$ cat src/rtl/ebi_pkg.sv
// shared constants and types of the external memory bus interface
package ebi_pkg;
    localparam int unsigned ADDR_W = 20;
    localparam int unsigned DATA_W = 16;
    localparam int unsigned APB_AW = 12;

    // register byte offsets
    localparam logic [APB_AW-1:0] CTRL_OFS  = 12'h000;
    localparam logic [APB_AW-1:0] ADDR_OFS  = 12'h004;
    localparam logic [APB_AW-1:0] WDATA_OFS = 12'h008;
    localparam logic [APB_AW-1:0] CMD_OFS   = 12'h00c;
    localparam logic [APB_AW-1:0] STAT_OFS  = 12'h010;
    localparam logic [APB_AW-1:0] RDATA_OFS = 12'h014;

    // field positions
    localparam int unsigned CTRL_COMB_BIT = 0;
    localparam int unsigned CTRL_MUX_BIT  = 1;
    localparam int unsigned CMD_WR_BIT    = 0;
    localparam int unsigned CMD_WORD_BIT  = 1;
    localparam int unsigned STAT_BUSY_BIT = 0;
    localparam int unsigned STAT_HOLD_BIT = 1;
    localparam int unsigned STAT_BYTE_BIT = 2;
    localparam int unsigned STAT_PROC_BIT = 3;
    localparam int unsigned STAT_RDY_BIT  = 4;

    // space select from the two top address bits
    localparam int unsigned SPACE_HI = 19;
    localparam int unsigned SPACE_LO = 18;

    // timing
    localparam int unsigned CLK_PERIOD_NS = 100;
    localparam int unsigned STROBE_MIN_NS = 300;
    localparam logic [3:0]  STROBE_CYCLES =
        4'((STROBE_MIN_NS + CLK_PERIOD_NS - 1) / CLK_PERIOD_NS);
    localparam logic [1:0]  SYNC_FILL = 2'h2;

    // synchronised pin vector layout and its reset value
    localparam int unsigned PIN_W    = 20;
    localparam int unsigned BOOT_BIT = 19;
    localparam int unsigned BYTE_BIT = 18;
    localparam int unsigned HOLD_BIT = 17;
    localparam int unsigned WAIT_BIT = 16;
    localparam logic [PIN_W-1:0] PIN_RESET = 20'h30000;

    typedef enum logic [2:0] {
        ST_IDLE    = 3'b000,
        ST_LATCH   = 3'b001,
        ST_STROBE  = 3'b010,
        ST_RECOVER = 3'b011,
        ST_HOLD    = 3'b100
    } bus_state_t;
endpackage

$ cat src/rtl/ext_pins_if.sv
// synchronised external pin levels between the syncer and the sequencer
`timescale 1ns/10ps
`default_nettype none
interface ext_pins_if;
    logic        bootMode;
    logic        byteBus;
    logic        holdReq_b;
    logic        wait_b;
    logic [15:0] din;

    modport syncer (output bootMode, output byteBus, output holdReq_b,
                    output wait_b, output din);
    modport core   (input bootMode, input byteBus, input holdReq_b,
                    input wait_b, input din);
endinterface
`default_nettype wire

$ cat src/rtl/ext_bus_if.sv
// external memory bus interface: apb registers, bus cycle sequencer, pins
//
// The APB slave port and the address map were chosen for this implementation.
`timescale 1ns/10ps
`default_nettype none
// Functional notes
// block stays in reset while rst_b is low.
// boot pin low selects single-chip mode, high selects microprocessor mode.
// data bus is 16 bits with width pin low, 8 bits when high.
// outside keeps the width pin steady; low in single-chip mode.
// low byte on lines 0-7; lines 8-15 carry data only in 16-bit mode.
// a 20-bit address goes out on address lines 0 to 19.
// multiplexed 8-bit bus shares address 0-7 with data 0-7.
// multiplexed 16-bit bus shares address 1-8 with data 0-7.
// four active-low space selects, each for one address space.
// software picks split store strobes or one store strobe plus byte enable.
// split scheme: even store strobe for even, odd strobe for odd writes.
// combined scheme: store strobe on writes, byte enable low on odd access.
// read strobe goes low on every external read in both schemes.
// software must pick the combined scheme for an 8-bit bus.
// address latch pulse lets outside logic capture the address.
// hold request low puts the block in hold; grant is low there.
// wait request low holds the strobe and stretches the access.
// in hold, address, data and strobe pins are released.
module ext_bus_if #(
    parameter logic [3:0] STROBE_CYCLES = ebi_pkg::STROBE_CYCLES
) (
    input  wire logic                       core_clk,
    input  wire logic                       rst_b,
    input  wire logic [ebi_pkg::APB_AW-1:0] paddr,
    input  wire logic                       psel,
    input  wire logic                       penable,
    input  wire logic                       pwrite,
    input  wire logic [31:0]                pwdata,
    output logic      [31:0]                prdata,
    output logic                            pready,
    output logic                            pslverr,
    input  wire logic                       bootModePin,
    input  wire logic                       busWidthSelect,
    input  wire logic                       busReleaseRequest_b,
    input  wire logic                       waitRequest_b,
    input  wire logic [15:0]                dataIn,
    output logic      [15:0]                dataOut,
    output logic      [1:0]                 dataOe,
    output logic      [19:0]                addrOut,
    output logic                            addrOe,
    output logic      [3:0]                 spaceSelect_b,
    output logic                            ctlOe,
    output logic                            addressLatchPulse,
    output logic                            readStrobe_b,
    output logic                            storeStrobeEven_b,
    output logic                            storeStrobeOdd_b,
    output logic                            busReleaseGrant_b
);
    typedef struct packed {
        ebi_pkg::bus_state_t       st;
        logic                      combined;
        logic                      muxed;
        logic [ebi_pkg::ADDR_W-1:0] addr;
        logic [ebi_pkg::DATA_W-1:0] wdata;
        logic [ebi_pkg::DATA_W-1:0] rdata;
        logic                      isWrite;
        logic                      isWord;
        logic                      phase;
        logic [3:0]                cnt;
        logic                      procMode;
        logic                      modeTaken;
        logic [1:0]                startCnt;
        logic [ebi_pkg::ADDR_W-1:0] addrOut;
        logic [ebi_pkg::DATA_W-1:0] dataOut;
        logic [1:0]                dataOe;
        logic                      busOe;
        logic [3:0]                cs_b;
        logic                      ale;
        logic                      rd_b;
        logic                      wrEven_b;
        logic                      wrOdd_b;
        logic                      grant_b;
    } ebi_state_t;

    localparam ebi_state_t STATE_RST = '{
        st: ebi_pkg::ST_IDLE, cs_b: 4'hf, rd_b: 1'h1, wrEven_b: 1'h1,
        wrOdd_b: 1'h1, grant_b: 1'h1, default: '0};

    ebi_state_t s;
    ebi_state_t next_s;
    ext_pins_if pins ();

    pin_sync u_sync (
        .core_clk (core_clk),
        .rst_b    (rst_b),
        .rawPins  ({bootModePin, busWidthSelect, busReleaseRequest_b,
                    waitRequest_b, dataIn}),
        .pins     (pins)
    );

    function automatic logic regMapped(input logic [ebi_pkg::APB_AW-1:0] a);
        regMapped = (a == ebi_pkg::CTRL_OFS) || (a == ebi_pkg::ADDR_OFS) ||
                    (a == ebi_pkg::WDATA_OFS) || (a == ebi_pkg::CMD_OFS) ||
                    (a == ebi_pkg::STAT_OFS) || (a == ebi_pkg::RDATA_OFS);
    endfunction

    // a 16-bit bus moves a word in one cycle, an 8-bit bus in two
    function automatic logic wordCycle(input ebi_state_t x, input logic bb);
        wordCycle = x.isWord && !bb;
    endfunction

    function automatic logic [ebi_pkg::ADDR_W-1:0] effAddr(
        input ebi_state_t x, input logic bb);
        if (wordCycle(x, bb)) begin
            effAddr = {x.addr[ebi_pkg::ADDR_W-1:1], 1'h0};
        end else begin
            effAddr = x.addr + ebi_pkg::ADDR_W'(x.phase);
        end
    endfunction

    function automatic logic [3:0] spaceDecode(
        input logic [ebi_pkg::ADDR_W-1:0] a);
        spaceDecode = ~(4'h1 << a[ebi_pkg::SPACE_HI:ebi_pkg::SPACE_LO]);
    endfunction

    logic busy;
    logic canStart;
    logic regHit;
    logic roReg;
    logic wrOk;
    logic apbAccess;
    logic apbWrite;
    logic curOdd;
    logic [ebi_pkg::ADDR_W-1:0] curEff;

    assign busy      = s.st != ebi_pkg::ST_IDLE;
    assign canStart  = !busy && s.procMode && s.modeTaken && pins.holdReq_b;
    assign regHit    = regMapped(paddr);
    assign roReg     = (paddr == ebi_pkg::STAT_OFS) ||
                       (paddr == ebi_pkg::RDATA_OFS);
    // settings stay frozen while a cycle runs on the pins
    assign wrOk      = regHit && !roReg && !busy &&
                       ((paddr != ebi_pkg::CMD_OFS) || canStart);
    assign apbAccess = psel && penable;
    assign apbWrite  = apbAccess && pwrite && wrOk;
    assign curEff    = effAddr(s, pins.byteBus);
    assign curOdd    = curEff[0] && !wordCycle(s, pins.byteBus);

    assign pready  = 1'h1;
    assign pslverr = apbAccess && (pwrite ? !wrOk : !regHit);

    always_comb begin
        prdata = 32'h0;
        case (paddr)
            ebi_pkg::CTRL_OFS: begin
                prdata[ebi_pkg::CTRL_COMB_BIT] = s.combined;
                prdata[ebi_pkg::CTRL_MUX_BIT]  = s.muxed;
            end
            ebi_pkg::ADDR_OFS:  prdata[ebi_pkg::ADDR_W-1:0] = s.addr;
            ebi_pkg::WDATA_OFS: prdata[ebi_pkg::DATA_W-1:0] = s.wdata;
            ebi_pkg::CMD_OFS: begin
                prdata[ebi_pkg::CMD_WR_BIT]   = s.isWrite;
                prdata[ebi_pkg::CMD_WORD_BIT] = s.isWord;
            end
            ebi_pkg::STAT_OFS: begin
                prdata[ebi_pkg::STAT_BUSY_BIT] = busy;
                prdata[ebi_pkg::STAT_HOLD_BIT] = s.st == ebi_pkg::ST_HOLD;
                prdata[ebi_pkg::STAT_BYTE_BIT] = pins.byteBus;
                prdata[ebi_pkg::STAT_PROC_BIT] = s.procMode;
                prdata[ebi_pkg::STAT_RDY_BIT]  = s.modeTaken;
            end
            ebi_pkg::RDATA_OFS: prdata[ebi_pkg::DATA_W-1:0] = s.rdata;
            default: prdata = 32'h0;
        endcase
    end

    always_comb begin
        logic [ebi_pkg::ADDR_W-1:0] eff;
        logic                      wc;
        logic                      odd;
        logic                      act;
        logic                      strobe;
        eff    = '0;
        wc     = 1'h0;
        odd    = 1'h0;
        act    = 1'h0;
        strobe = 1'h0;
        next_s = s;

        // boot level taken once the synchronisers hold real pin values
        if (!s.modeTaken) begin
            if (s.startCnt == ebi_pkg::SYNC_FILL) begin
                next_s.modeTaken = 1'h1;
                next_s.procMode  = pins.bootMode;
            end else begin
                next_s.startCnt = s.startCnt + 2'h1;
            end
        end

        unique case (s.st)
            ebi_pkg::ST_IDLE: begin
                // hold is granted only between accesses, never mid-cycle
                if (!pins.holdReq_b) begin
                    next_s.st = ebi_pkg::ST_HOLD;
                end
            end
            ebi_pkg::ST_LATCH: begin
                next_s.st  = ebi_pkg::ST_STROBE;
                next_s.cnt = STROBE_CYCLES - 4'h1;
            end
            ebi_pkg::ST_STROBE: begin
                if (s.cnt != 4'h0) begin
                    next_s.cnt = s.cnt - 4'h1;
                end else if (pins.wait_b) begin
                    next_s.st = ebi_pkg::ST_RECOVER;
                    if (!s.isWrite) begin
                        if (wordCycle(s, pins.byteBus)) begin
                            next_s.rdata = pins.din;
                        end else if (pins.byteBus) begin
                            if (s.phase) begin
                                next_s.rdata[15:8] = pins.din[7:0];
                            end else begin
                                next_s.rdata = {8'h00, pins.din[7:0]};
                            end
                        end else begin
                            next_s.rdata = {8'h00, curOdd ? pins.din[15:8]
                                                          : pins.din[7:0]};
                        end
                    end
                end
            end
            ebi_pkg::ST_RECOVER: begin
                if (pins.byteBus && s.isWord && !s.phase) begin
                    next_s.phase = 1'h1;
                    next_s.st    = ebi_pkg::ST_LATCH;
                end else begin
                    next_s.st = ebi_pkg::ST_IDLE;
                end
            end
            ebi_pkg::ST_HOLD: begin
                if (pins.holdReq_b) begin
                    next_s.st = ebi_pkg::ST_IDLE;
                end
            end
            default: next_s.st = ebi_pkg::ST_IDLE;
        endcase

        if (apbWrite) begin
            case (paddr)
                ebi_pkg::CTRL_OFS: begin
                    // scheme choice for an 8-bit bus is left to software
                    next_s.combined = pwdata[ebi_pkg::CTRL_COMB_BIT];
                    next_s.muxed    = pwdata[ebi_pkg::CTRL_MUX_BIT];
                end
                ebi_pkg::ADDR_OFS:
                    next_s.addr = pwdata[ebi_pkg::ADDR_W-1:0];
                ebi_pkg::WDATA_OFS:
                    next_s.wdata = pwdata[ebi_pkg::DATA_W-1:0];
                ebi_pkg::CMD_OFS: begin
                    next_s.isWrite = pwdata[ebi_pkg::CMD_WR_BIT];
                    next_s.isWord  = pwdata[ebi_pkg::CMD_WORD_BIT];
                    next_s.phase   = 1'h0;
                    next_s.st      = ebi_pkg::ST_LATCH;
                end
                default: next_s.st = next_s.st;
            endcase
        end

        // pin values are derived from the next state so they leave flops
        eff    = effAddr(next_s, pins.byteBus);
        wc     = wordCycle(next_s, pins.byteBus);
        odd    = eff[0] && !wc;
        act    = (next_s.st == ebi_pkg::ST_LATCH) ||
                 (next_s.st == ebi_pkg::ST_STROBE);
        strobe = next_s.st == ebi_pkg::ST_STROBE;

        next_s.busOe   = next_s.procMode &&
                         (next_s.st != ebi_pkg::ST_HOLD);
        next_s.grant_b = next_s.st != ebi_pkg::ST_HOLD;
        if (act) begin
            next_s.addrOut = eff;
            next_s.cs_b    = spaceDecode(eff);
        end else begin
            next_s.cs_b = 4'hf;
        end
        next_s.ale  = next_s.st == ebi_pkg::ST_LATCH;
        next_s.rd_b = !(strobe && !next_s.isWrite);
        if (next_s.combined) begin
            next_s.wrEven_b = !(strobe && next_s.isWrite);
            next_s.wrOdd_b  = !(act && (odd || wc));
        end else begin
            next_s.wrEven_b = !(strobe && next_s.isWrite && !odd);
            next_s.wrOdd_b  = !(strobe && next_s.isWrite &&
                                (odd || wc));
        end

        next_s.dataOe = 2'h0;
        if (next_s.st == ebi_pkg::ST_LATCH && next_s.muxed) begin
            // address shares the low data lines during the latch pulse
            next_s.dataOut[7:0] = pins.byteBus ? eff[7:0]
                                               : eff[8:1];
            next_s.dataOe = 2'h1;
        end else if (strobe && next_s.isWrite) begin
            if (pins.byteBus) begin
                // upper lanes stay off on an 8-bit bus
                next_s.dataOut = {8'h00, next_s.phase ? next_s.wdata[15:8]
                                                      : next_s.wdata[7:0]};
                next_s.dataOe  = 2'h1;
            end else if (wc) begin
                next_s.dataOut = next_s.wdata;
                next_s.dataOe  = 2'h3;
            end else if (odd) begin
                next_s.dataOut = {next_s.wdata[7:0], 8'h00};
                next_s.dataOe  = 2'h2;
            end else begin
                next_s.dataOut = {8'h00, next_s.wdata[7:0]};
                next_s.dataOe  = 2'h1;
            end
        end
        if (!next_s.busOe) begin
            next_s.dataOe = 2'h0;
        end
    end

    always_ff @(posedge core_clk or negedge rst_b) begin
        if (!rst_b) begin
            s <= STATE_RST;
        end else begin
            s <= next_s;
        end
    end

    assign dataOut           = s.dataOut;
    assign dataOe            = s.dataOe;
    assign addrOut           = s.addrOut;
    assign addrOe            = s.busOe;
    assign ctlOe             = s.busOe;
    assign spaceSelect_b     = s.cs_b;
    assign addressLatchPulse = s.ale;
    assign readStrobe_b      = s.rd_b;
    assign storeStrobeEven_b = s.wrEven_b;
    assign storeStrobeOdd_b  = s.wrOdd_b;
    assign busReleaseGrant_b = s.grant_b;
endmodule
`default_nettype wire

$ cat src/rtl/pin_sync.sv
// two-stage synchronisers for all external input pins
`timescale 1ns/10ps
`default_nettype none
module pin_sync (
    input  wire logic                     core_clk,
    input  wire logic                     rst_b,
    input  wire logic [ebi_pkg::PIN_W-1:0] rawPins,
    ext_pins_if.syncer                    pins
);
    typedef struct packed {
        logic [ebi_pkg::PIN_W-1:0] first;
        logic [ebi_pkg::PIN_W-1:0] second;
    } sync_state_t;

    sync_state_t s;
    sync_state_t next_s;

    // first stage feeds only the second stage
    always_comb begin
        next_s.first  = rawPins;
        next_s.second = s.first;
    end

    // hold and wait reset to their idle high level
    always_ff @(posedge core_clk or negedge rst_b) begin
        if (!rst_b) begin
            s <= {ebi_pkg::PIN_RESET, ebi_pkg::PIN_RESET};
        end else begin
            s <= next_s;
        end
    end

    assign pins.bootMode  = s.second[ebi_pkg::BOOT_BIT];
    assign pins.byteBus   = s.second[ebi_pkg::BYTE_BIT];
    assign pins.holdReq_b = s.second[ebi_pkg::HOLD_BIT];
    assign pins.wait_b    = s.second[ebi_pkg::WAIT_BIT];
    assign pins.din       = s.second[ebi_pkg::DATA_W-1:0];
endmodule
`default_nettype wire

$ cat config.mk
export PLATFORM = sky130hd
export DESIGN_NAME = ext_bus_if
export DESIGN_NICKNAME = d
export VERILOG_FILES = /design/src/rtl/ebi_pkg.sv /design/src/rtl/ext_pins_if.sv /design/src/rtl/ext_bus_if.sv /design/src/rtl/pin_sync.sv
export SDC_FILE = /design/constraint.sdc
export NUM_CORES = 1
export LEC_CHECK = 0
export BUFFER_PORTS_ARGS = -buffer_cell sky130_fd_sc_hd__buf_2
export CORE_MARGIN = 1
export CORE_UTILIZATION = 25
export DETAILED_ROUTE_END_ITERATION = 8
export GPL_TIMING_DRIVEN = 0
export PLACE_DENSITY = 0.53
export SYNTH_ARGS = -nofsm -noshare
export SYNTH_HDL_FRONTEND = slang
export SYNTH_HIERARCHICAL = 1
export SYNTH_SLANG_ARGS = --single-unit
$ cat constraint.sdc
create_clock -name core_clk -period 3.25 [get_ports core_clk]
set_input_delay 0.4875 -clock core_clk [delete_from_list [all_inputs] [get_ports core_clk]]
set_output_delay 0.4875 -clock core_clk [all_outputs]
set_load 0.03 [all_outputs]
==> impl_metrics.yaml <==
route:
  dr.pass1.iters: 7
  antenna_left: 0
  drc_errors: 0
  vias_per_cell: 4.54
  num_vias: 6078
  routed_wl_um: 23800
  avgRoutedWirePerCell_um: 17.8
  dr.first_iter.drc_count: 491
clock_tree:
  numClockSinks: 156
  cts_root_buffer: "clkbuf_16"
  cts_buffer_depth: 2
  clock_latency_ps: 440
  clk_transition_reported_paths_ps: 60
  htreeDepth: 4
  cts_tree: "yes"
  cts_buffers: 17
  ctsHoldBuffers: 0
synthesis:
  synth.area.top_cells: "dfrtp_1, buf_4, mux2i_1"
  syn_area_mm2: 0.00767
  synth.largest_area_cell: "dfrtp_1"
  syn-instance-count: 760
  syn_area_per_cell_um2: 10.1
  synth_cell_types: 67
  ys_async_sr_fraction_pct: 100
  synth-edff-count: 0
  ys_seq_area_share_pct: 51.1
  synth-main-ff-cell: "dfrtp_1"
  yosys_register_bits: 156
  synth_top_area_share_pct: 47.0
  yosysWarnings: 6
placement:
  place_congestion: 0.905
  hpwl_um: 18200
  place_ws_ps: -1380
  post_dp_cell_area_mm2: 0.00889
  port_buffers: 126
final_layout:
  fillerInstances: 3123
  final_cell_mix: "dfrtp_1, buf_2, nand2_1, buf_4, o21ai_0"
  layout_commonest_cell: "dfrtp_1"
  drive_gt1_share_pct: 33.0
  final_nets: 1010
  syn_to_final_growth_pct: 27.5
  final_cell_area_mm2: 0.00977
  diodes: 0
setup_path:
  worstRegToRegCells: 10
  r2r_end: "dataOut[1]$_DFFE_PN0P_"
  cp_max_fo: 10
  crit_required_ps: 3550
  cp_cell_sequence: "nor4b_4 -> nand4_4 -> buf_4 -> buf_4 -> nor2_2 -> buf_4 -> mux2i_1 -> mux2i_1 -> a21oi_1 -> o22ai_1"
  path_delay_family: "simple AND/OR/NAND/NOR gates"
  critical-path-slowest-cell: "mux2i_1"
  max_stage_delay_ps: 440
  worst-path-stages: 10
  start_kind: "flip-flop"
  endpoint_kind: "flip-flop"
  r2r-start: "s[115]$_DFF_PN0_"
  crit_end: "dataOut[1]$_DFFE_PN0P_"
  crit_top_cell: "buf_4"
  r2r_setup_slack_ps: 70
  startpoint: "s[115]$_DFF_PN0_"
  critPathKind: "flip-flop to flip-flop"
  cp.buffers_inverters: 3
  arrival_ps: 3480
floorplanning:
  num_rows: 63
  fp.coreArea_mm2: 0.0299
  initial_core_util_pct: 25.7
  dieHeight_um: 177
  die-area_mm2: 0.0314
  io_pins: 152
  die_width_um: 177
timing:
  period_minus_slack_ps: 3180
  timing.slew.headroom_pct: 48.5
  hold_viol_final: 0
  worstMarginPinSlew_ps: 769
  finClkSkew_ps: 8.77
  whs_ps: 16.0
  max_freq_mhz: 314
  slew_viol_final: 0
  finalCritPeriodShare_pct: 97.9
  setup_viol: 0
  layout_setup_ws_ps: 69.1
  rsz0062_at_grt: "yes"
grt:
  grt_pass1_vias: 5771
  grt_pass1_wl_um: 35500
  grt_overflow_total: 0
  grt_max_degree: 88
  grt.total_usage_pct: 15.4
  antenna_found_initial: 0
flow_run:
  max_cap_violations: 0
power_and_ir_drop:
  ir_drop_v: 0.000265
  leakage_nw: 4.75
  power_density_mw_per_mm2: 454
run_status:
  status: "finished, final reports clean"
worst_hold_path:
  hold_path.class: "input port to async pin"
[state kept, by name (all words and copies together), names as in the netlist]
name,count
s,68
addrOut,20
u_sync/next_s,20
dataOut,16
u_sync/pins.din,16
spaceSelect_b,4
dataOe,2
addrOe,1
addressLatchPulse,1
busReleaseGrant_b,1
readStrobe_b,1
storeStrobeEven_b,1
storeStrobeOdd_b,1
u_sync/pins.bootMode,1
u_sync/pins.byteBus,1
u_sync/pins.holdReq_b,1
u_sync/pins.wait_b,1
[what timing repair did]
action                     in CTS  in global routing
setup endpoints to repair      53                 29
setup buffers                  10                 10
pin swaps                       5                  9
resized for setup              16                 21
hold endpoints to repair        0                  0
[per-stage QoR]
| step | power [mW] | TNS [ps] | util, % | std cells |
|---|---|---|---|---|
| finish | 4.44 | 0 | 32.7 | 1339 |
| global route | 4.60 | -118 | 32.7 | 1339 |
| CTS | 4.48 | 0 | 32.2 | 1329 |
| detailed placement | 2.48 | -39590 | 29.8 | 1288 |
| global placement | 2.46 | -145270 | 29.6 | 1287 |
| floorplan | 2.31 | 0 | - | 771 |
[layout make-up]
cell class                 count  area (um^2)  area share [%]
buffer                        85          574            5.88
sequential                   156         3920            40.1
multi-input combinational    484         3210            32.9
clock inverter                13          133            1.36
clock buffer                  19          453            4.64
timing repair buffer         147          818            8.37
inverter                      45          169            1.73
tap                          390          488            4.99
[worst min path at each step]
| stage | startpoint | to | slack, ps | depth (start not counted) |
|---|---|---|---|---|
| 2_1_floorplan | rst_b | addrOe$_DFF_PN0_ | 190 | 0 |
| 3_3_place_gp | u_sync/next_s[6]$_DFF_PN0_ | u_sync/pins.din[6]$_DFF_PN0_ | 340 | 0 |
| 3_5_place_dp | u_sync/next_s[15]$_DFF_PN0_ | u_sync/pins.din[15]$_DFF_PN0_ | 330 | 0 |
| 4_1_cts | rst_b | u_sync/next_s[19]$_DFF_PN0_ | 30 | 1 |
| 5_1_grt | rst_b | u_sync/next_s[19]$_DFF_PN0_ | 40 | 1 |
| 6_report | rst_b | u_sync/next_s[19]$_DFF_PN0_ | 20 | 1 |
[worst reg2reg max path, delay by kind of cell, from the launching register on]
family,cells,cell delay [ps]
AND/OR/NAND/NOR,3,910
buffers and inverters,3,680
multiplexers,2,600
flip-flops,1,430
AO/OA/AOI/OAI,2,430
[power breakdown]
group | switching, mW | total [mW] | internal (mW)
Sequential | 0.0636 | 2.10 | 2.04
Clock | 0.881 | 2.00 | 1.12
Combinational | 0.210 | 0.337 | 0.127
Total | 1.15 | 4.44 | 3.28
[cell families (layout without fill, tap and decap cells)]
family          Yosys count  after routing  synth area share, %
flops                   156            156                 51.1
simple gates            232            232                 15.4
xor+xnor                 19             19                 2.17
compound gates          162            162                 13.8
mux                      53             53                 7.08
other cells               2             13               0.0980
buf+inv                 131            309                 9.50
fa+ha+maj                 5              5                0.816
[cell usage after synthesis (5+ instances only)]
library cell / n
nand2b_1: 5
clkbuf_1: 20
a222oi_1: 11
inv_1: 43
o221ai_1: 8
nor2_1: 36
and2_1: 7
buf_4: 58
nor3_1: 12
a21oi_1: 15
nand3_1: 21
a22oi_1: 15
dfrtp_1: 144
nand4_1: 6
or3_1: 6
a31oi_1: 14
nor2b_1: 7
o22ai_1: 10
ha_1: 5
mux2i_1: 43
dfstp_2: 12
nand2_1: 99
mux2_2: 10
xnor2_1: 17
o21ai_0: 66
[layer usage]
layer  wire length, um  global-route usage (%)
met5                 0                       0
met4               337                    4.24
met1             11400                    21.9
met2             11000                    24.0
met3              1060                    2.60
No activity file was read; power rests on OpenSTA's default activity.
